[config.mk]
export PLATFORM = sky130hd
export DESIGN_NAME = edoc_ctrl
export DESIGN_NICKNAME = d
export VERILOG_FILES = /design/src/hdl/edoc_pkg.sv /design/src/hdl/edoc_ref_if.sv /design/src/hdl/edoc_ctrl.sv /design/src/hdl/edoc_pin_sync.sv /design/src/hdl/edoc_ref_timer.sv
export SDC_FILE = /design/constraint.sdc
export NUM_CORES = 1
export LEC_CHECK = 0
export ABC_CLOCK_PERIOD_IN_PS = 4000
export BUFFER_PORTS_ARGS = -buffer_cell sky130_fd_sc_hd__buf_4
export CAP_MARGIN = 20
export CORE_ASPECT_RATIO = 0.5
export CORE_MARGIN = 2
export CORE_UTILIZATION = 46
export DETAILED_ROUTE_END_ITERATION = 12
export PLACE_DENSITY = 0.77
export SLEW_MARGIN = 20
export SYNTH_ARGS = -nofsm -noshare
export SYNTH_HDL_FRONTEND = slang
export SYNTH_SLANG_ARGS = --single-unit
[constraint.sdc]
create_clock -name clk -period 4 [get_ports clk]
set_input_delay 0.8 -clock clk [delete_from_list [all_inputs] [get_ports clk]]
set_output_delay 0.8 -clock clk [all_outputs]
set_load 0.02 [all_outputs]
[src/hdl/edoc_pkg.sv]
// Purpose: Shared constants for the extended-data-out DRAM controller.
// Assumes: 100 MHz clock; timing figures of the faster speed grade.
// Notes: Each cycle count except PAGE_MARGIN and SYNC_LAT is derived from a time in nanoseconds, microseconds or milliseconds.
package edoc_pkg;

    // ****************************************
    // Clock and widths
    // ****************************************
    localparam int CLK_NS = 10;
    localparam int ROW_W = 12;
    localparam int COL_W = 10;
    localparam int DATA_W = 16;
    localparam int CNT_W = 16;
    localparam int SYNC_LAT = 4;

    // ****************************************
    // Times in nanoseconds, microseconds and milliseconds
    // ****************************************
    localparam int T_RAS_MIN_NS = 50;
    localparam int T_RASP_MAX_NS = 100000;
    localparam int T_RAS_MAX_NS = 10000;
    localparam int T_RP_NS = 30;
    localparam int T_RAH_NS = 8;
    localparam int T_RCD_NS = 12;
    localparam int T_CAS_NS = 8;
    localparam int T_CP_NS = 8;
    localparam int T_OED_NS = 13;
    localparam int T_RHCP_NS = 28;
    localparam int T_RAC_NS = 50;
    localparam int T_CSR_NS = 5;
    localparam int T_CHR_NS = 8;
    localparam int T_RPS_NS = 90;
    localparam int T_WP_NS = 8;
    localparam int T_REF_MS = 64;
    localparam int T_INIT_US = 200;
    localparam int T_RASS_US = 100;

    // ****************************************
    // Cycle counts: least times round up, longest times round down
    // ****************************************
    localparam int C_RAS_MIN = (T_RAS_MIN_NS + CLK_NS - 1) / CLK_NS;
    localparam int C_RASP_MAX = T_RASP_MAX_NS / CLK_NS;
    localparam int C_RAS_MAX = T_RAS_MAX_NS / CLK_NS;
    localparam int C_RP = (T_RP_NS + CLK_NS - 1) / CLK_NS;
    localparam int C_RAH = (T_RAH_NS + CLK_NS - 1) / CLK_NS;
    localparam int C_RCD = (T_RCD_NS + CLK_NS - 1) / CLK_NS;
    localparam int C_COLSET = (C_RCD > C_RAH) ? C_RCD - C_RAH : 1;
    localparam int C_WP = (T_WP_NS + CLK_NS - 1) / CLK_NS;
    localparam int C_CAS_WR = ((T_CAS_NS > T_WP_NS ? T_CAS_NS : T_WP_NS) + CLK_NS - 1)
        / CLK_NS;
    localparam int C_RAC = (T_RAC_NS + CLK_NS - 1) / CLK_NS;
    localparam int C_CAS_RD = C_RAC + SYNC_LAT;
    localparam int C_CPRE = ((T_OED_NS > T_CP_NS ? T_OED_NS : T_CP_NS) + CLK_NS - 1)
        / CLK_NS;
    localparam int C_RHCP = (T_RHCP_NS + CLK_NS - 1) / CLK_NS;
    localparam int C_HOLD = (C_RHCP > C_CPRE) ? C_RHCP - C_CPRE : 1;
    localparam int C_CSR = (T_CSR_NS + CLK_NS - 1) / CLK_NS;
    localparam int C_CHR = (T_CHR_NS + CLK_NS - 1) / CLK_NS;
    localparam int C_RPS = (T_RPS_NS + CLK_NS - 1) / CLK_NS;
    localparam int C_INIT = T_INIT_US * 1000 / CLK_NS;
    localparam int C_RASS = T_RASS_US * 1000 / CLK_NS;
    localparam int PAGE_MARGIN = 64;

    // ****************************************
    // Refresh figures
    // ****************************************
    localparam int ROWS = 4096;
    localparam int INIT_CYCLES = 8;
    localparam int C_REF_INTERVAL = T_REF_MS * 1000000 / CLK_NS / ROWS;

    // ****************************************
    // Sequencer states
    // ****************************************
    typedef enum logic [3:0] {
        S_IDLE = 4'h0,
        S_ROW = 4'h1,
        S_COLSET = 4'h3,
        S_CAS = 4'h2,
        S_CPRE = 4'h6,
        S_HOLD = 4'h7,
        S_PRE = 4'h5,
        S_INIT = 4'h4,
        S_CSR = 4'hc,
        S_REF = 4'hd
    } edoc_state_t;

endpackage : edoc_pkg

[src/hdl/edoc_ref_if.sv]
// Purpose: Refresh request and acknowledge between timer and sequencer.
// Assumes: Both ends run on the controller clock.
// Notes: Due is a level; ack is a one-cycle pulse.
`timescale 1ns/1ps
`default_nettype none
interface edoc_ref_if;
    logic due;
    logic ack;
    modport timer (output due, input ack);
    modport ctrl (input due, output ack);
endinterface : edoc_ref_if
`default_nettype wire

[src/hdl/edoc_ctrl.sv]
// Purpose: Host controller driving an extended-data-out DRAM through its pins.
// Assumes: 100 MHz clock; all pin outputs registered so strobes never glitch.
// Notes: Early writes only; read data returns after access time plus sync delay.
// Operation
// - Page activation lasts at least 50 ns and at most 100000 ns.
// - Outside page mode the row strobe stays active at most 10000 ns.
// - Row strobe precharge between cycles lasts at least 30 ns.
// - Write strobe falls at least 8 ns before column and row strobes rise.
// - Early write: write strobe low before column strobe, held 8 ns after.
// - Refresh: column strobe low 5 ns before row strobe, 8 ns after.
// - Either byte strobe may refresh; both used meet setup and hold.
// - Reads keep write strobe high until column or row strobe rises.
// - Row to column strobe 12 ns, row to column address 10 ns.
// - Every row refreshed within 64 ms.
// - Self-refresh needs row strobe active at least 100 us.
// - After self-refresh row strobe stays inactive at least 90 ns.
// - Write data setup and hold 8 ns from later strobe edge.
// - Lower strobe owns data bits 0-7, upper strobe bits 8-15.
// - Read-write cycles need write strobe delays of 30, 42, 67 ns.
// - Write data driven at least 13 ns after output drive goes off.
// - One page may mix read and write column cycles.
// - Addresses held at least 8 ns after their strobe falls.
// - Row strobe stays active 28 ns after last column precharge begins.
// - Each write strobe pulse lasts at least 8 ns.
// - After self-refresh, burst-refresh all rows before normal accesses.
// - After power-up wait 200 us, then eight cycles including refresh.
`timescale 1ns/1ps
`default_nettype none
module edoc_ctrl
    import edoc_pkg::*;
#(
    parameter int INIT_WAIT_CYC = C_INIT,
    parameter int SR_MIN_CYC = C_RASS,
    parameter int RASP_MAX_CYC = C_RASP_MAX,
    parameter int REF_INTERVAL_CYC = C_REF_INTERVAL,
    parameter int BURST_ROWS = ROWS
)(
    input wire logic clk,
    input wire logic nrst,
    input wire logic req_valid,
    output logic req_ready,
    input wire logic req_write,
    input wire logic [ROW_W-1:0] req_row,
    input wire logic [COL_W-1:0] req_col,
    input wire logic [1:0] req_be,
    input wire logic [DATA_W-1:0] req_wdata,
    output logic rsp_valid,
    output logic [DATA_W-1:0] rsp_rdata,
    input wire logic self_refresh_req,
    output logic self_refresh_active,
    output logic init_done,
    output logic row_strobe_n,
    output logic lower_byte_strobe_n,
    output logic upper_byte_strobe_n,
    output logic write_n,
    output logic out_en_n,
    output logic [ROW_W-1:0] addr,
    input wire logic [DATA_W-1:0] data_pins_i,
    output logic [DATA_W-1:0] data_pins_o,
    output logic data_pins_oe
);

    // ****************************************
    // Submodules
    // ****************************************
    edoc_ref_if ref_bus ();
    logic [DATA_W-1:0] pins_sync;

    edoc_ref_timer #(
        .INTERVAL_CYC(REF_INTERVAL_CYC)
    ) u_timer (
        .clk(clk),
        .nrst(nrst),
        .ref_port(ref_bus.timer)
    );

    edoc_pin_sync #(
        .WIDTH(DATA_W)
    ) u_sync (
        .clk(clk),
        .nrst(nrst),
        .pin(data_pins_i),
        .q(pins_sync)
    );

    // ****************************************
    // State
    // ****************************************
    edoc_state_t state;
    edoc_state_t next_state;
    logic [CNT_W-1:0] wait_cnt;
    logic [CNT_W-1:0] next_wait_cnt;
    logic [CNT_W-1:0] ras_cnt;
    logic [CNT_W-1:0] burst_left;
    logic [CNT_W-1:0] next_burst_left;
    logic sr_mode;
    logic next_sr_mode;
    logic sr_active;
    logic inited;
    logic cur_write;
    logic [ROW_W-1:0] cur_row;
    logic [COL_W-1:0] cur_col;
    logic [1:0] cur_be;
    logic [DATA_W-1:0] cur_wdata;

    // ****************************************
    // Decoding
    // ****************************************
    wire wait_done = (wait_cnt == '0);
    wire ras_min_met = (ras_cnt >= CNT_W'(C_RAS_MIN - 1));
    wire sr_min_met = (ras_cnt >= CNT_W'(SR_MIN_CYC - 1));
    wire burst_busy = (burst_left != '0);
    wire service_due = burst_busy | ref_bus.due | self_refresh_req;
    // The page limit keeps a margin so the last column cycle still fits.
    wire page_room = (ras_cnt < CNT_W'(RASP_MAX_CYC - PAGE_MARGIN));
    wire idle_ready = (state == S_IDLE) & inited & ~service_due;
    wire page_ready = (state == S_CPRE) & wait_done & ~service_due & page_room
        & (req_row == cur_row);
    wire accept = req_valid & req_ready;
    wire read_done = (state == S_CAS) & wait_done & ~cur_write;
    wire cas_done = (state == S_CAS) & wait_done;
    wire ref_start = (state == S_IDLE) & inited & service_due;
    wire ref_end = (state == S_REF) & (sr_mode ? (sr_min_met & ~self_refresh_req) : ras_min_met);

    assign req_ready = idle_ready | page_ready;
    assign ref_bus.ack = ref_start & ~self_refresh_req & ~burst_busy;

    // Pin levels decoded from the state, registered below.
    wire ras_d = ~((state == S_ROW) | (state == S_COLSET) | (state == S_CAS)
        | (state == S_CPRE) | (state == S_HOLD) | (state == S_REF));
    wire cbr_cas = (state == S_CSR) | (state == S_REF);
    wire lower_byte_strobe_n_d = ~(cbr_cas | ((state == S_CAS) & cur_be[0]));
    wire upper_byte_strobe_n_d = ~(cbr_cas | ((state == S_CAS) & cur_be[1]));
    // Write strobe spans column setup and the whole column pulse.
    wire wr_phase = cur_write & ((state == S_COLSET) | (state == S_CAS));
    wire we_d = ~wr_phase;
    wire oe_d = ~((state == S_CAS) & ~cur_write);
    wire [ROW_W-1:0] addr_d = (state == S_ROW) ? cur_row : ROW_W'(cur_col);

    // ****************************************
    // Sequencer
    // ****************************************
    always_comb
    begin
        next_state = state;
        next_wait_cnt = wait_done ? '0 : wait_cnt - 1'b1;
        next_burst_left = burst_left;
        next_sr_mode = sr_mode;
        case (state)
            S_INIT:
            begin
                if (wait_done)
                begin
                    next_state = S_IDLE;
                    next_burst_left = CNT_W'(INIT_CYCLES);
                end
            end
            S_IDLE:
            begin
                if (ref_start)
                begin
                    next_state = S_CSR;
                    next_sr_mode = self_refresh_req & ~burst_busy;
                    next_wait_cnt = CNT_W'(C_CSR - 1);
                end
                else if (accept)
                begin
                    next_state = S_ROW;
                    next_wait_cnt = CNT_W'(C_RAH - 1);
                end
            end
            S_ROW:
            begin
                if (wait_done)
                begin
                    next_state = S_COLSET;
                    next_wait_cnt = CNT_W'(C_COLSET - 1);
                end
            end
            S_COLSET:
            begin
                if (wait_done)
                begin
                    next_state = S_CAS;
                    next_wait_cnt = cur_write ? CNT_W'(C_CAS_WR - 1)
                        : CNT_W'(C_CAS_RD - 1);
                end
            end
            S_CAS:
            begin
                if (wait_done)
                begin
                    next_state = S_CPRE;
                    next_wait_cnt = CNT_W'(C_CPRE - 1);
                end
            end
            S_CPRE:
            begin
                if (wait_done)
                begin
                    if (accept)
                    begin
                        next_state = S_COLSET;
                        next_wait_cnt = '0;
                    end
                    else
                    begin
                        next_state = S_HOLD;
                        next_wait_cnt = CNT_W'(C_HOLD - 1);
                    end
                end
            end
            S_HOLD:
            begin
                if (wait_done & ras_min_met)
                begin
                    next_state = S_PRE;
                    next_wait_cnt = CNT_W'(C_RP - 1);
                end
            end
            S_PRE:
            begin
                if (wait_done)
                    next_state = S_IDLE;
            end
            S_CSR:
            begin
                if (wait_done)
                    next_state = S_REF;
            end
            S_REF:
            begin
                // The column strobes stay low for the whole refresh pulse.
                if (ref_end)
                begin
                    next_state = S_PRE;
                    next_sr_mode = 1'b0;
                    if (sr_mode)
                    begin
                        next_wait_cnt = CNT_W'(C_RPS - 1);
                        next_burst_left = CNT_W'(BURST_ROWS);
                    end
                    else
                    begin
                        next_wait_cnt = CNT_W'(C_RP - 1);
                        if (burst_busy)
                            next_burst_left = burst_left - 1'b1;
                    end
                end
            end
            default:
            begin
                next_state = S_IDLE;
            end
        endcase
    end

    always_ff @(posedge clk or negedge nrst)
    begin
        if (!nrst)
        begin
            state <= S_INIT;
            wait_cnt <= CNT_W'(INIT_WAIT_CYC - 1);
            burst_left <= '0;
            sr_mode <= 1'b0;
        end
        else
        begin
            state <= next_state;
            wait_cnt <= next_wait_cnt;
            burst_left <= next_burst_left;
            sr_mode <= next_sr_mode;
        end
    end

    // Counts cycles of row strobe activity, saturating at the top.
    always_ff @(posedge clk or negedge nrst)
    begin
        if (!nrst)
            ras_cnt <= '0;
        else if (ras_d)
            ras_cnt <= '0;
        else if (ras_cnt != '1)
            ras_cnt <= ras_cnt + 1'b1;
    end

    always_ff @(posedge clk or negedge nrst)
    begin
        if (!nrst)
        begin
            sr_active <= 1'b0;
            inited <= 1'b0;
        end
        else
        begin
            sr_active <= (state == S_REF) & sr_mode & sr_min_met;
            if (state == S_IDLE)
                inited <= 1'b1;
        end
    end

    always_ff @(posedge clk or negedge nrst)
    begin
        if (!nrst)
        begin
            cur_write <= 1'b0;
            cur_row <= '0;
            cur_col <= '0;
            cur_be <= '0;
            cur_wdata <= '0;
        end
        else if (accept)
        begin
            cur_write <= req_write;
            cur_row <= req_row;
            cur_col <= req_col;
            cur_be <= req_be;
            cur_wdata <= req_wdata;
        end
    end

    // ****************************************
    // Pin and response registers
    // ****************************************
    always_ff @(posedge clk or negedge nrst)
    begin
        if (!nrst)
        begin
            row_strobe_n <= 1'b1;
            lower_byte_strobe_n <= 1'b1;
            upper_byte_strobe_n <= 1'b1;
            write_n <= 1'b1;
            out_en_n <= 1'b1;
            addr <= '0;
            data_pins_o <= '0;
            data_pins_oe <= 1'b0;
        end
        else
        begin
            row_strobe_n <= ras_d;
            lower_byte_strobe_n <= lower_byte_strobe_n_d;
            upper_byte_strobe_n <= upper_byte_strobe_n_d;
            write_n <= we_d;
            out_en_n <= oe_d;
            addr <= addr_d;
            data_pins_o <= cur_wdata;
            data_pins_oe <= wr_phase;
        end
    end

    // Sampling ends the read before the row strobe can rise, so turn-off never matters.
    always_ff @(posedge clk or negedge nrst)
    begin
        if (!nrst)
        begin
            rsp_valid <= 1'b0;
            rsp_rdata <= '0;
        end
        else
        begin
            rsp_valid <= cas_done;
            if (read_done)
                rsp_rdata <= pins_sync;
        end
    end

    assign self_refresh_active = sr_active;
    assign init_done = inited & ~burst_busy;

endmodule : edoc_ctrl
`default_nettype wire

[src/hdl/edoc_pin_sync.sv]
// Purpose: Three-stage synchroniser for the data pins read back from the DRAM.
// Assumes: Data is stable while the column strobe is held low.
// Notes: A bit changes once the second and third stages agree.
`timescale 1ns/1ps
`default_nettype none
module edoc_pin_sync #(
    parameter int WIDTH = 16
)(
    input wire logic clk,
    input wire logic nrst,
    input wire logic [WIDTH-1:0] pin,
    output logic [WIDTH-1:0] q
);
    logic [WIDTH-1:0] s1;
    logic [WIDTH-1:0] s2;
    logic [WIDTH-1:0] s3;

    always_ff @(posedge clk or negedge nrst)
    begin
        if (!nrst)
        begin
            s1 <= '0;
            s2 <= '0;
            s3 <= '0;
        end
        else
        begin
            s1 <= pin;
            s2 <= s1;
            s3 <= s2;
        end
    end

    for (genvar i = 0; i < WIDTH; i++)
    begin : g_bit
        always_ff @(posedge clk or negedge nrst)
        begin
            if (!nrst)
                q[i] <= 1'b0;
            else if (s2[i] == s3[i])
                q[i] <= s3[i];
        end
    end
endmodule : edoc_pin_sync
`default_nettype wire

[src/hdl/edoc_ref_timer.sv]
// Purpose: Countdown that spaces refresh cycles evenly over the refresh time.
// Assumes: One refresh per acknowledge.
// Notes: A due that arises in the cycle of an ack stays set.
`timescale 1ns/1ps
`default_nettype none
module edoc_ref_timer
    import edoc_pkg::*;
#(
    parameter int INTERVAL_CYC = C_REF_INTERVAL
)(
    input wire logic clk,
    input wire logic nrst,
    edoc_ref_if.timer ref_port
);
    logic [CNT_W-1:0] count;
    logic due;
    wire expire = (count == '0);
    wire [CNT_W-1:0] next_count = expire ? CNT_W'(INTERVAL_CYC - 1) : count - 1'b1;

    always_ff @(posedge clk or negedge nrst)
    begin
        if (!nrst)
        begin
            count <= '0;
            due <= 1'b0;
        end
        else
        begin
            count <= next_count;
            due <= expire | (due & ~ref_port.ack);
        end
    end

    assign ref_port.due = due;
endmodule : edoc_ref_timer
`default_nettype wire

; ---- Yosys cells after proc, flatten, opt, wreduce, memory -nomap -nowiden
; Index checks and enable logic that the tools add are counted.
[op_classes]
mux = 36
order_cmp = 3
eq_ne = 40
n_addsub = 4
reduce_logical = 11
bitwise_logic = 47
[op_table]
columns = operator, n
row1 = 16-bit two-way mux, 15
row2 = 16-bit one-hot mux with 6 select lines, 1
row3 = 4-bit two-way mux, 12
row4 = 16-bit by 1-bit subtractor with 16-bit output (second input constant), 3
row5 = 4-bit one-hot mux with 9 select lines, 1
row6 = 16-bit logical NOT, 2
row7 = 16-bit one-hot mux with 2 select lines, 1
row8 = 1-bit AND, 24
row9 = 16-bit by 1-bit adder with 16-bit output (second input constant), 1
row10 = 1-bit == test, 16
row11 = 4-bit by 3-bit == test with 1-bit output (second input constant), 4
row12 = 16-bit by 14-bit >= comparator with 1-bit output (second input constant), 1
row13 = 16-bit by 3-bit >= comparator with 1-bit output (second input constant), 1
row14 = 16-bit by 14-bit less-than comparator with 1-bit output (second input constant), 1
row15 = 16-bit != test (second input constant), 1
row16 = 2-bit != test (second input constant), 8
row17 = 16-bit nonzero test, 1
row18 = 1-bit bitwise OR, 13
row19 = 12-bit == test, 1
row20 = 12-bit two-way mux, 1
row21 = 1-bit inverter, 10
row22 = 9-bit AND reduction, 1
row23 = 4-bit by 2-bit == test with 1-bit output (second input constant), 2
row24 = 4-bit == test (second input constant), 2
row25 = 11 further kinds, 18
[totals]
in_bits = 61
register_bits = 228
out_inout_bits = 54
word_cells = 184

; ---- Logic depth before layout (Yosys ltp)
; Gate-level depths: netlist of the first run.
[depth]
ltp_word = 12
mapped_depth = 9
mapped_depth_nobuf = 8

; ---- Modules after synthesis
; Synthesis of the first run repeated with hierarchy kept, for this count alone.
[unflattened]
hier_cells = 726
area_unflattened_um2 = 9215.1
[modules_own_cells]
columns = mod, cells_per_inst, seq_area_each_um2, area_each_um2, n_inst
row1 = edoc_ctrl, 572, 3697.3, 6630.1, 1
row2 = edoc_pin_sync, 80, 1601.5, 1781.7, 1
row3 = edoc_ref_timer, 74, 425.4, 803.3, 1

; ---- Worst setup path after synthesis of the first run
; OpenSTA, ideal clock, no wires.
[synth_path]
path_type = input to output
startpoint = input port req_row[9]
endpoint = output port req_ready
t_required_ps = 3200
path_slack_ps = 1126
path_stages = 6
path_buffers = 0
arrival_ps = 2074
cell_sequence = xor2_1 > nor4_1 > nand4_1 > nor4_2 > nor2_1 > nor2_1
[synth_via]
elab_chain_len = 3
[synth_lines]
columns = item, line_no
row1 = start: declaration, edoc_ctrl.sv:43  ; input wire logic [ROW_W-1:0] req_row,
row2 = 12-bit == test, edoc_ctrl.sv:118  ; & (req_row == cur_row);
row3 = 1-bit AND, edoc_ctrl.sv:118
row4 = 1-bit bitwise OR, edoc_ctrl.sv:125  ; assign req_ready = idle_ready | page_ready;
row5 = end: declaration, edoc_ctrl.sv:41  ; output logic req_ready,
; No other way between the ends.

; ---- Final worst setup path of the first run
[layout_path]
startpoint = register state[1]
endpoint = output port req_ready
[layout_via]
elab_chain_len = 6
elab_cells_between_ends = 9
cone_classes = 1 x eq/ne / 7 x bitwise / 1 x reduce/logical
[layout_lines]
columns = item, line_no
row1 = start: declaration, edoc_ctrl.sv:89  ; edoc_state_t state;
row2 = start signal: assignment, edoc_ctrl.sv:269  ; state <= next_state;
row3 = 4-bit by 3-bit == test with 1-bit output, edoc_ctrl.sv:117  ; wire page_ready = (state == S_CPRE) & wait_done & ~service_due & page_room
row4 = 1-bit AND (3 in a row), edoc_ctrl.sv:117
row5 = 1-bit AND, edoc_ctrl.sv:118
row6 = 1-bit bitwise OR *, edoc_ctrl.sv:125
; Mark *: on every way between the ends. The rest lies on a longest branch, timed or not.

==> results of run 1 <==
[per-stage QoR]
stage | worst slack [ns] | hold WS [ns] | power, mW | cells
floorplan | 1.13 | 0.331 | 2.43 | 747
finish | 0.428 | 0.348 | 4.51 | 1147
global route | 0.201 | 0.352 | 4.69 | 1147
detailed placement | 0.766 | 0.335 | 2.54 | 1110
global placement | 0.778 | 0.334 | 2.54 | 1110
CTS | 0.453 | 0.348 | 4.59 | 1147
[cell type report]
type                    count  area share [%]
clock buffers              31            5.40
clock inverters             6           0.806
repair buffers            121            8.31
flip-flops and latches    228            51.2
well taps                 266            2.98
multi-input cells         477            30.7
inverters                  18           0.616
[final timing paths]
check                                  startpoint                        to  slack [ns]  depth (start not counted)
max in group asynchronous                    nrst  cur_wdata[6]$_DFFE_PN0P_        2.73                          2
min                        u_sync.s1[1]$_DFF_PN0_    u_sync.s2[1]$_DFF_PN0_        0.35                          0
min in group asynchronous                    nrst    cur_col[1]$_DFFE_PN0P_        0.36                          1
max                          state[1]$_DFFE_PN0P_                 req_ready        0.43                          7
min reg2reg                u_sync.s1[1]$_DFF_PN0_    u_sync.s2[1]$_DFF_PN0_        0.35                          0
max reg2reg                  state[1]$_DFFE_PN0P_  cur_wdata[0]$_DFFE_PN0P_        0.90                          6
[report_power, final]
part | internal [mW] | leakage, nW | switching (mW)
Combinational | 0.0593 | 1.95 | 0.0671
Sequential | 2.35 | 2.84 | 0.0202
Clock | 1.18 | 0.335 | 0.841
[cell usage after synthesis, types with 2 or more instances]
| library cell | count |
|---|---|
| sky130_fd_sc_hd__mux2_2 | 26 |
| sky130_fd_sc_hd__buf_12 | 3 |
| sky130_fd_sc_hd__or4_1 | 5 |
| sky130_fd_sc_hd__o21ai_1 | 16 |
| sky130_fd_sc_hd__buf_2 | 3 |
| sky130_fd_sc_hd__ha_1 | 7 |
| sky130_fd_sc_hd__dfstp_2 | 15 |
| sky130_fd_sc_hd__xnor2_1 | 23 |
| sky130_fd_sc_hd__nor2b_1 | 6 |
| sky130_fd_sc_hd__and4_1 | 4 |
| sky130_fd_sc_hd__nor2_1 | 80 |
| sky130_fd_sc_hd__nor3_1 | 17 |
| sky130_fd_sc_hd__a31oi_1 | 6 |
| sky130_fd_sc_hd__and3_1 | 7 |
| sky130_fd_sc_hd__xor2_1 | 24 |
| sky130_fd_sc_hd__o211ai_1 | 4 |
| sky130_fd_sc_hd__mux2_4 | 39 |
| sky130_fd_sc_hd__o31ai_1 | 6 |
| sky130_fd_sc_hd__a21o_1 | 2 |
| sky130_fd_sc_hd__clkbuf_1 | 16 |
| sky130_fd_sc_hd__mux2_1 | 2 |
| sky130_fd_sc_hd__nand4_1 | 10 |
| sky130_fd_sc_hd__o21ai_0 | 21 |
| sky130_fd_sc_hd__nor4_2 | 4 |
| sky130_fd_sc_hd__or3_1 | 3 |
| sky130_fd_sc_hd__nor3b_1 | 3 |
| sky130_fd_sc_hd__o41ai_1 | 2 |
| sky130_fd_sc_hd__maj3_1 | 16 |
| sky130_fd_sc_hd__nand2b_1 | 7 |
| sky130_fd_sc_hd__nand3_1 | 21 |
| sky130_fd_sc_hd__and2_1 | 3 |
| sky130_fd_sc_hd__nand3b_1 | 4 |
| sky130_fd_sc_hd__nand2_1 | 43 |
| sky130_fd_sc_hd__o22ai_1 | 2 |
| sky130_fd_sc_hd__a21oi_1 | 21 |
| sky130_fd_sc_hd__or2_1 | 2 |
| sky130_fd_sc_hd__nor4_1 | 12 |
| sky130_fd_sc_hd__or2_2 | 2 |
| sky130_fd_sc_hd__inv_1 | 17 |
| sky130_fd_sc_hd__o2111ai_1 | 2 |
| sky130_fd_sc_hd__dfrtp_1 | 213 |
| sky130_fd_sc_hd__a32o_1 | 2 |
[state kept, by name, indices dropped and copies added (netlist names), 4 cells and up]
| name | flops |
|---|---|
| u_sync.s3 | 16 |
| data_pins_o | 16 |
| u_timer.count | 16 |
| u_sync.q | 16 |
| cur_row | 12 |
| u_sync.s2 | 16 |
| addr | 12 |
| ras_cnt | 16 |
| u_sync.s1 | 16 |
| cur_wdata | 16 |
| wait_cnt | 16 |
| state | 4 |
| burst_left | 16 |
| cur_col | 10 |
| rsp_rdata | 16 |
[cell families after synthesis]
group	share of synthesized area (%)
and+or+nand+nor	13.0
DFF	61.1
AOI/OAI and AO/OA	6.77
muxes	9.72
xor gates and xnor gates	4.39
buffers and inverters	2.38
adders and majority gates	2.64
[metal layers]
| layer | share of wire, % | vias to the layer above | wire, um |
|---|---|---|---|
| met5 | 0 | - | 0 |
| met4 | 2.5 | 0 | 452 |
| met3 | 5.3 | 34 | 960 |
| met2 | 46 | 148 | 8440 |
| met1 | 46 | 3032 | 8390 |
| li1 | - | 2866 | - |
==> run summary, run 1 <==
The run finished with clean final reports. The total placed instance area came out at 10500 um^2. The count of buffers added on input and output ports is 114. The TritonCTS buffer count came out at 21.

The number of register bits inferred by synthesis came out at 228. The synthesized netlist occupies a cell area of 9370 um^2. Setup repair after global routing left no endpoint under its margin. The die is 206 um wide.

The number of max-capacitance violations reported is 0. The clock tree from TritonCTS is built. Power spread over the standard cell area amounts to 404 nW/um^2. In the final layout, flip-flops and latches occupy 5720 um^2.

The global-route wire length before repair is 30.2 mm. The number of antenna violations at the first check in global routing is 0. After technology mapping, the gate count stands at 747. By area the synthesized netlist is led by sky130_fd_sc_hd__dfrtp_1, sky130_fd_sc_hd__mux2_4, sky130_fd_sc_hd__dfstp_2. The synthesis warning total is 0.

The worst-case IR drop observed on VDD is 0.236 mV. The floorplan step defined a die boundary enclosing 21600 um^2. After filler insertion, the fill cell instance count of the layout stands at 1617. The maximum level of the CTS H-tree came out at 1. The signal on the critical path passes through nand3b_1 -> nor4_1 -> nand4_1 -> nor4_2 -> nor2_1 -> nor2_1 -> buf_4. The detail-routed via count per cell came out at 5.30. The library cells used most frequently in the layout, excluding fill and tap cells, are sky130_fd_sc_hd__dfrtp_1, sky130_fd_sc_hd__buf_4, sky130_fd_sc_hd__nor2_1. The residual DRC count came out at 0. The register area share after synthesis came out at 61.1%.

The share of final-layout standard cells stronger than drive strength 1 came out at 28.3%. The final critical-path share of the clock period is 89.3%. The number of flops mapped to enable cells by yosys is 0.

The register clock-pin slew on the reported worst setup and hold paths is 0.06 ns. The distinct cell type count after synthesis is 68. The half-perimeter wire length after placement came out at 12.4 mm.

The count of cells resized by post-cts repair came out at 0. The average routed wire per standard cell is 15.9 um. The cell with the largest stage delay on the worst path is sky130_fd_sc_hd__dfrtp_1. The met2 routing resource usage after global routing is 27.2%.

The number of clock sinks came out at 228. The total length of routed wires came out at 18.2 mm. Post-CTS timing repair inserted 0 buffers for setup.

The number of nets in the synthesized netlist is 815. CTS placed an instance of sky130_fd_sc_hd__clkbuf_16 at the clock tree root. The post-route clock skew is 0.0123 ns.

The detail route stage leaves a number of antenna-violating nets equal to 0. In this design, the stage delay of the slowest critical-path cell is 0.67 ns. met2 is the most crowded layer. The later pin in the worst-skew pair is clocked with a latency of 0.50 ns.

The number of nets in the layout is 935. The fmax is 280 MHz. The max-slew violation count came out at 0. The accumulated negative setup slack came out at 0 ns. The routability congestion estimate from global placement came out at 0.853. The core outline area is 19700 um^2. In the global route stage, met3 resource usage came out at 4.15%. The via count is 6080. The hold violation count in the final report was 0. Counting stages on the worst path, the most repeated cell is sky130_fd_sc_hd__nor2_1. The normalized max-slew margin is 42.1%. The global routing usage summed across all routing layers is 17.2%.

STA classifies the critical path startpoint as a register. The kind of capture point of the worst setup path is an output pin. For this run, the leading register cell type out of synthesis is sky130_fd_sc_hd__dfrtp_1. The minimum period implied by the final worst setup slack came out at 3.57 ns. The library cell used most frequently in the layout, excluding fill and tap cells, is sky130_fd_sc_hd__dfrtp_1. STA puts the critical path data required time at 3.20 ns.

For this block, the initial DRC count from the detailed router was 443. The post-synthesis average cell area came out at 12.5 um^2. Setup violations remaining at the end of the flow were counted as 0. The data arrival at the endpoint of the critical path is 2.77 ns. The number of inserted diodes is 0.

The met1 track demand over resource came out at 23.6%. The biggest area contributor in the post-synthesis netlist is sky130_fd_sc_hd__dfrtp_1. The number of buffers added to fix hold violations after cts is 0.

The share of async-settable or async-resettable flops after synthesis is 100%. The final core utilization came out at 56.7%. The starting utilization of the core area is 47.5%. Entering global routing, the biggest net connects 111 pins. The I/O pin total came out at 115. For this run, the detailed router's first-pass iteration total came to 4. The number of rows in the core area came out at 36. The reported leakage power came out at 5.13 nW. The remaining global-route overflow came out at 0. The maximum count of clock buffers along a single path is 3. In this design, the largest share of critical-path delay is due to simple AND/OR/NAND/NOR gates. The number of global-route vias before repair came out at 6120. The sum of buffers and inverters on the critical path is 1. The setup path with the least slack is of type reg2out.

The share of the synthesized area in the top cell type came out at 56.9%. The min-delay analysis places its worst path in the category reg2reg. The maximum fanout along the worst path came out at 19.

The total non-filler cell area in the finished layout came out at 11200 um^2. Relative to the synthesized area, the layout overhead comes to 19.3%. The floorplan die height is 105 um. The area used by multi-input combinational logic is 3430 um^2. The measured slew at the worst slew-check pin came out at 0.866 ns.
Power figures use the tool's default switching activity.
==> inputs of run 2 (changes only) <==
- BUFFER_PORTS_ARGS: -buffer_cell sky130_fd_sc_hd__buf_4 -> not set
- DONT_BUFFER_PORTS: not set -> 1
- PLACE_DENSITY: 0.77 -> 0.72
==> run summary, run 2 (same netlist as run 1, synthesis figures left out) <==
The master cell of the clock root buffer is sky130_fd_sc_hd__clkbuf_16. Of all nets on the critical path, the largest fanout is 4. The commonest non-fill, non-tap cell in the layout is sky130_fd_sc_hd__dfrtp_1. The die span in x is 206 um.

The number of cells in the finished layout apart from fillers is 1032. Headroom to the max-slew limit came out at 42.1%. The count of nets left with antenna violations after detail routing came out at 0. Leaving out fill and tap cells, the most frequent cells in the layout are sky130_fd_sc_hd__dfrtp_1, sky130_fd_sc_hd__nor2_1, sky130_fd_sc_hd__nand2_1. Routability-driven placement finished with a final weighted congestion of 0.840. Counting cells, the worst reg-to-reg path comes to 8.

VDD sags by at most 0.228 mV. The number of buffers added on ports came out at 0. For this block, the routed nets add up to 17.7 mm of wire.

For the final routed database, the setup TNS stands at 0 ns. The global routing usage summed across all routing layers came out at 17.0%. The critical path is of the reg2out type.

The power share of the sequential group is 53.0%. The worst register-to-register path begins at wait_cnt[0]$_DFF_PN1_. Setup repair after global routing left no endpoint under its margin. At the worst endpoint, the required time is 3.20 ns. In this run the worst setup path terminates at req_ready.

The number of global-route vias before repair came out at 5722. The clock network is responsible for 46.4% of the overall power. The net count of the finished layout is 820. Across the run, the number of max-cap violations was 0.

The number of clock sinks came out at 228. The net switching power figure is 0.893 mW. The region available for standard cell placement spans 19700 um^2. The final critical-path share of the clock period came out at 91.2%. The checks that failed: negative hold slack. For this design the ratio of total power to cell area is 433 nW/um^2. STA classifies the critical path startpoint as a register. The TritonCTS buffer count is 21.

The setup slack of the worst register-to-register path came out at 0.96 ns. The largest net degree at the start of global routing came out at 229. After detailed placement, the design holds a cell count of 995. The later pin in the worst-skew pair is clocked with a latency of 0.50 ns.

After the first detailed-routing iteration, the DRC count stood at 394. The run finished, with violations left. The met3 routing resource usage after global routing is 4.68%. The number of antenna diodes in the final layout is 0.

Before antenna repair, the detailed router went through 6 iterations. The measured slew at the worst slew-check pin came out at 0.866 ns. The setup fix buffers added after clock tree synthesis came out at 0. The maximum count of clock buffers along a single path came out at 3. The number of antenna violations at the first check in global routing was 0. The post-route clock skew is 0.0201 ns. TritonCTS built the clock tree. Fill cells in the final layout number 1685. In this run the critical register-to-register path is captured at cur_wdata[0]$_DFFE_PN0P_. The share of final-layout standard cells stronger than drive strength 1 came out at 17.8%.

The number of gates resized after CTS was 0. In the final routed layout, each cell accounts on average for 17.2 um. Based on the critical path, the design can be clocked at up to 274 MHz.

Net switching is 20.0% of the power. The final worst hold slack came out at -0.00874 ns. The global-route wire length before repair came out at 29.7 mm. The met1 track demand over resource came out at 24.5%. The I/O pin total is 115. Internal power comes to 3.58 mW. For this run the aggregate overflow at the end of global routing stands at 0. The most critical setup path has its startpoint at wait_cnt[0]$_DFF_PN1_. The min-delay analysis places its worst path in the category in2async. The hold violation count in the final report was 31. The number of endpoints failing setup at the final stage came out at 0. The minimum period implied by the final worst setup slack came out at 3.65 ns. STA classifies the critical path endpoint as an output pin.

The combinational cell fraction of total power came out at 0.6%. In this run the core area contains 36 standard-cell rows. In the routed design, unresolved DRC markers number 0. The floorplan die height is 105 um. The global routing's busiest layer is met2. The met2 routing resource usage after global routing is 25.6%. The register clock-pin slew on the reported worst setup and hold paths is 0.07 ns. The area used by multi-input combinational logic came out at 3430 um^2. The max-slew violation count is 0. For this block, the via count after detailed routing is 5623. The reported leakage power is 4.55 nW.

The maximum level of the CTS H-tree is 1. The sequential cell area in the final layout is 5720 um^2. The detail-routed via count per cell came out at 5.45. The area enclosed by the die boundary is 21600 um^2. The half-perimeter wire length after placement is 11.8 mm. The data arrival at the endpoint of the critical path is 2.85 ns. Relative to the synthesized area, the layout overhead comes to 10.1%.

The starting utilization of the core area came out at 47.5%.
## run 2: layout make-up
type / count / share of cell area [%]
timing repair buffer: 6 / 0.437
multi-input combinational: 477 / 33.2
sequential: 228 / 55.5
inverter: 18 / 0.667
clock buffer: 27 / 5.51
clock inverter: 10 / 1.44
tap: 266 / 3.23
## run 2: power by group through the flow
stage	registers (mW)	logic, mW	clock network [mW]
final	2.37	0.0289	2.07
after CTS	2.37	0.0294	2.15
after global placement	2.41	0.0274	0
after global routing	2.37	0.0327	2.25
after floorplan	2.41	0.0241	0
after detailed placement	2.41	0.0289	0
## run 2: per-stage QoR
step,utilization [%],power (mW),cell area [um^2],worst slack [ns]
after floorplan,-,2.43,9370,1.13
after global placement,48.7,2.44,9600,0.779
after detailed placement,48.7,2.44,9600,0.728
after CTS,52.3,4.54,10300,0.324
after global routing,52.3,4.65,10300,0.145
final,52.3,4.47,10300,0.351
## run 2: critical path, cell delays in order (launching register included)
cell and delay [ns]:
sky130_fd_sc_hd__dfstp_2 0.39, sky130_fd_sc_hd__inv_1 0.08, sky130_fd_sc_hd__ha_1 0.20, sky130_fd_sc_hd__nor4b_1 0.43, sky130_fd_sc_hd__and4_1 0.36, sky130_fd_sc_hd__o21ai_1 0.11
sky130_fd_sc_hd__nor4_2 0.33, sky130_fd_sc_hd__nor2_1 0.08, sky130_fd_sc_hd__nor2_1 0.38
## run 2: metal layers
layer / vias up / part of all wire (%)
met1: 2835 / 48
met4: 0 / 2.1
li1: 2623 / -
met2: 140 / 44
met5: - / 0
met3: 25 / 5.9
## run 2: how the worst min path moves through the flow
| stage | end | slack, ns | cells past startpoint |
|---|---|---|---|
| 5_1_grt | data_pins_o[13]$_DFF_PN0_ | -0.03 | 0 |
| 6_report | data_pins_o[13]$_DFF_PN0_ | -0.009 | 0 |
| 2_1_floorplan | u_sync.s2[0]$_DFF_PN0_ | 0.33 | 0 |
| 4_1_cts | ras_cnt[3]$_DFFE_PN0P_ | -0.03 | 0 |
| 3_3_place_gp | u_sync.s2[13]$_DFF_PN0_ | 0.33 | 0 |
| 3_5_place_dp | u_sync.s2[9]$_DFF_PN0_ | 0.34 | 0 |
==> inputs of run 3 (changes only) <==
- ABC_AREA: not set -> 1
==> run summary, run 3 <==
The synthesis warning total is 0. The post-synthesis adder-cell area fraction came out at 2.55%. Once layout is complete, the utilization of the core stands at 51.5%.

The residual DRC count came out at 0. The maximum level of the CTS H-tree came out at 1. Along the worst path, the maximum fanout reaches 6. The number of buffers added on ports is 0. After layout, the design draws a total of 4.52 mW. The die span in x is 209 um.

The number of flops mapped to enable cells by yosys is 0. The critical register-to-register path endpoint is wait_cnt[13]$_DFF_PN0_. The source-to-sink clock delay at the later pin of the worst-skew pair is 0.51 ns. The number of rows in the core area is 37. The average routed wire per standard cell came out at 14.7 um. The final critical-path share of the clock period is 74.1%. The final worst setup slack came out at 1.03 ns. The maximum count of clock buffers along a single path is 3.

The global-route wire length before repair is 31.5 mm. After synthesis, the largest family of logic cells by area is simple AND/OR/NAND/NOR gates. The commonest non-fill, non-tap cell in the layout is sky130_fd_sc_hd__dfrtp_1. The setup slack of the worst register-to-register path is 1.29 ns.

The remaining global-route overflow came out at 0. STA classifies the critical path startpoint as a register. The final reports fail on negative hold slack.

From synthesis to final layout, the design area changed by 9.43%. The final worst hold slack came out at -0.0242 ns. The post-route clock skew is 0.0229 ns. The net count of the finished layout is 1057.

The data arrival at the endpoint of the critical path is 2.17 ns. The fill cell total of the finished layout is 1807. The total length of routed wires came out at 18.7 mm. The total placed instance area is 9920 um^2. In this run, the number of DRC markers left after iteration 0 of detailed routing was 565. The class of the tightest hold or removal check is in2async. The TritonCTS buffer count came out at 21.

The depth of the most critical reg-to-reg path came out at 13. The share of the synthesized area in the top cell type is 54.9%. Setup repair after global routing left no endpoint under its margin. The share of synthesized cell area in and, or, nand and nor gates is 22.5%. The number of max-capacitance violations reported is 0. For this configuration, the core starts out at a cell density of 47.0%. The number of clock sinks is 228.

Once layout is complete, the cells apart from fillers number 1277. The peak supply drop came out at 0.228 mV. The max-slew violation count is 0.

The number of antenna violations at the first check in global routing is 0. For this run, the detailed router's first-pass iteration total came to 5. The core outline area came out at 20600 um^2. The largest net degree at the start of global routing came out at 229.

The master cell of the clock root buffer is sky130_fd_sc_hd__clkbuf_16. For the worst setup path, the data required time is 3.20 ns. The number of global-route vias before repair is 6461. The fmax came out at 337 MHz. The synthesized instance count is 984.

For this run, the leading register cell type out of synthesis is sky130_fd_sc_hd__dfrtp_1. During I/O placement, the number of pins put on the boundary was 115. The kind of capture point of the worst setup path is an output pin. After routing, the total negative slack on setup checks comes to 0 ns. The half-perimeter wire length after placement came out at 12.7 mm. The reported leakage power came out at 5.14 nW. The minimum period implied by the final worst setup slack came out at 2.97 ns. The distinct cell type count after synthesis came out at 46. The synthesized netlist devotes 2.71% of its cell area to XOR and XNOR gates. The die is 107 um tall. Ranked by total cell area, the synthesized netlist is headed by sky130_fd_sc_hd__dfrtp_1, sky130_fd_sc_hd__nand2_1, sky130_fd_sc_hd__inv_1. The setup fix buffers added after clock tree synthesis is 0. sky130_fd_sc_hd__dfrtp_1 is the most common cell in the netlist. The count of nets left with antenna violations after detail routing is 0.

The number of nets handed over by synthesis was 1052. The via count is 6524. Counting instances in the post-synthesis netlist gives the leading cell types as sky130_fd_sc_hd__dfrtp_1, sky130_fd_sc_hd__nand2_1, sky130_fd_sc_hd__inv_1.

The post-synthesis mux area share came out at 2.71%. Summing the sequential cell areas from Yosys gives 58.9% of the chip area. The sequential cell area in the final layout came out at 5720 um^2.

The routability congestion estimate from global placement is 0.881. The count of cells resized by post-cts repair came out at 0. The run finished, with violations left.

Leaving out fill and tap cells, the most frequent cells in the layout are sky130_fd_sc_hd__dfrtp_1, sky130_fd_sc_hd__nand2_1, sky130_fd_sc_hd__inv_1. The area used by multi-input combinational logic is 3390 um^2. The global routing usage summed across all routing layers came out at 17.4%. The largest area contributor in the netlist is sky130_fd_sc_hd__dfrtp_1. The power density over the cells came out at 425 nW/um^2.

The number of register bits inferred by synthesis is 228. The worst setup path is of the reg2out kind. The hold violation count in the final report came out at 25.

The share of async-settable or async-resettable flops after synthesis is 100%. The number of placed cells counting well taps came out at 1239. In this run the critical register-to-register path is launched from wait_cnt[0]$_DFF_PN1_. The normalized max-slew margin is 58.0%. The total standard cell area after synthesis came out at 9710 um^2. The number of endpoints failing setup at the final stage is 0. The number of inserted diodes is 0. The register clock-pin slew on the reported worst setup and hold paths came out at 0.07 ns. The detail-routed via count per cell is 5.11. The clock tree from TritonCTS is built. After routing the design area is 10600 um^2.

The measured slew at the worst slew-check pin is 0.630 ns. The share of final-layout standard cells stronger than drive strength 1 came out at 12.7%. The synthesized netlist devotes 4.47% of its cell area to compound gates. Averaged over all synthesized cells, the footprint is 9.87 um^2. The area enclosed by the die boundary is 22400 um^2.

The worst setup timing slack at the placement stage is 1.16 ns.
-- run 3: changes by cell type in the layout (fill, tap and decap cells not counted), sizes merged, moves of 6 or more --
cell,previous run,this run
and3,7,0
inv,18,121
mux2,67,20
nand2,43,213
nand2b,7,0
nand3,21,81
nor2,80,123
nor2b,6,0
nor3,18,29
nor4,16,6
o21ai,37,43
or4,6,0
xnor2,23,6
-- run 3: worst max path at each step --
stage,startpoint,end,slack [ns],depth (start not counted)
floorplan,req_row[8],req_ready,1.49,10
global placement,req_row[10],wait_cnt[6]$_DFF_PN0_,1.23,11
detailed placement,req_row[10],wait_cnt[13]$_DFF_PN0_,1.16,11
CTS,wait_cnt[0]$_DFF_PN1_,req_ready,1.01,8
global route,wait_cnt[0]$_DFF_PN1_,req_ready,0.88,8
finish,wait_cnt[0]$_DFF_PN1_,req_ready,1.03,8
-- run 3: kinds of logic (layout without fill, tap and decap cells) --
| logic type | count (synthesis) | in the layout |
|---|---|---|
| adders and majority gates | 23 | 23 |
| buffers and inverters | 140 | 160 |
| DFF | 228 | 228 |
| xor gates and xnor gates | 30 | 30 |
| and+or+nand+nor | 467 | 467 |
| AOI/OAI and AO/OA | 76 | 76 |
| muxes | 20 | 20 |
-- run 3: cell type report --
type                       count  share of cell area, %
sequential                   228                   53.9
multi-input combinational    616                   31.9
clock buffer                  28                   5.57
inverter                     121                   4.27
tap                          273                   3.21
clock inverter                10                   1.09
timing repair buffer           1                 0.0706
-- run 3: power by group --
group | switching, mW | internal, mW | leakage [nW]
Combinational | 0.0219 | 0.0263 | 1.95
Sequential | 0.0483 | 2.37 | 2.85
Clock | 0.868 | 1.18 | 0.344
-- run 3: critical path, stage by stage, from the launching register on --
cell                       delay, ns
sky130_fd_sc_hd__dfstp_2        0.37
sky130_fd_sc_hd__inv_1          0.07
sky130_fd_sc_hd__ha_1           0.20
sky130_fd_sc_hd__nand3_2        0.15
sky130_fd_sc_hd__nor2_4         0.18
sky130_fd_sc_hd__nand3b_4       0.17
sky130_fd_sc_hd__nor2_1         0.13
sky130_fd_sc_hd__nand2_1        0.12
sky130_fd_sc_hd__a21boi_4       0.27
-- run 3: routing by layer --
layer	routed length, um	global-route usage, %	up-vias	share of wire [%]
met1	8980	24.2	3180	48
met4	540	5.78	0	2.9
met2	8250	27.2	153	44
li1	-	-	3145	-
met5	0	0	-	0
met3	947	3.98	46	5.1
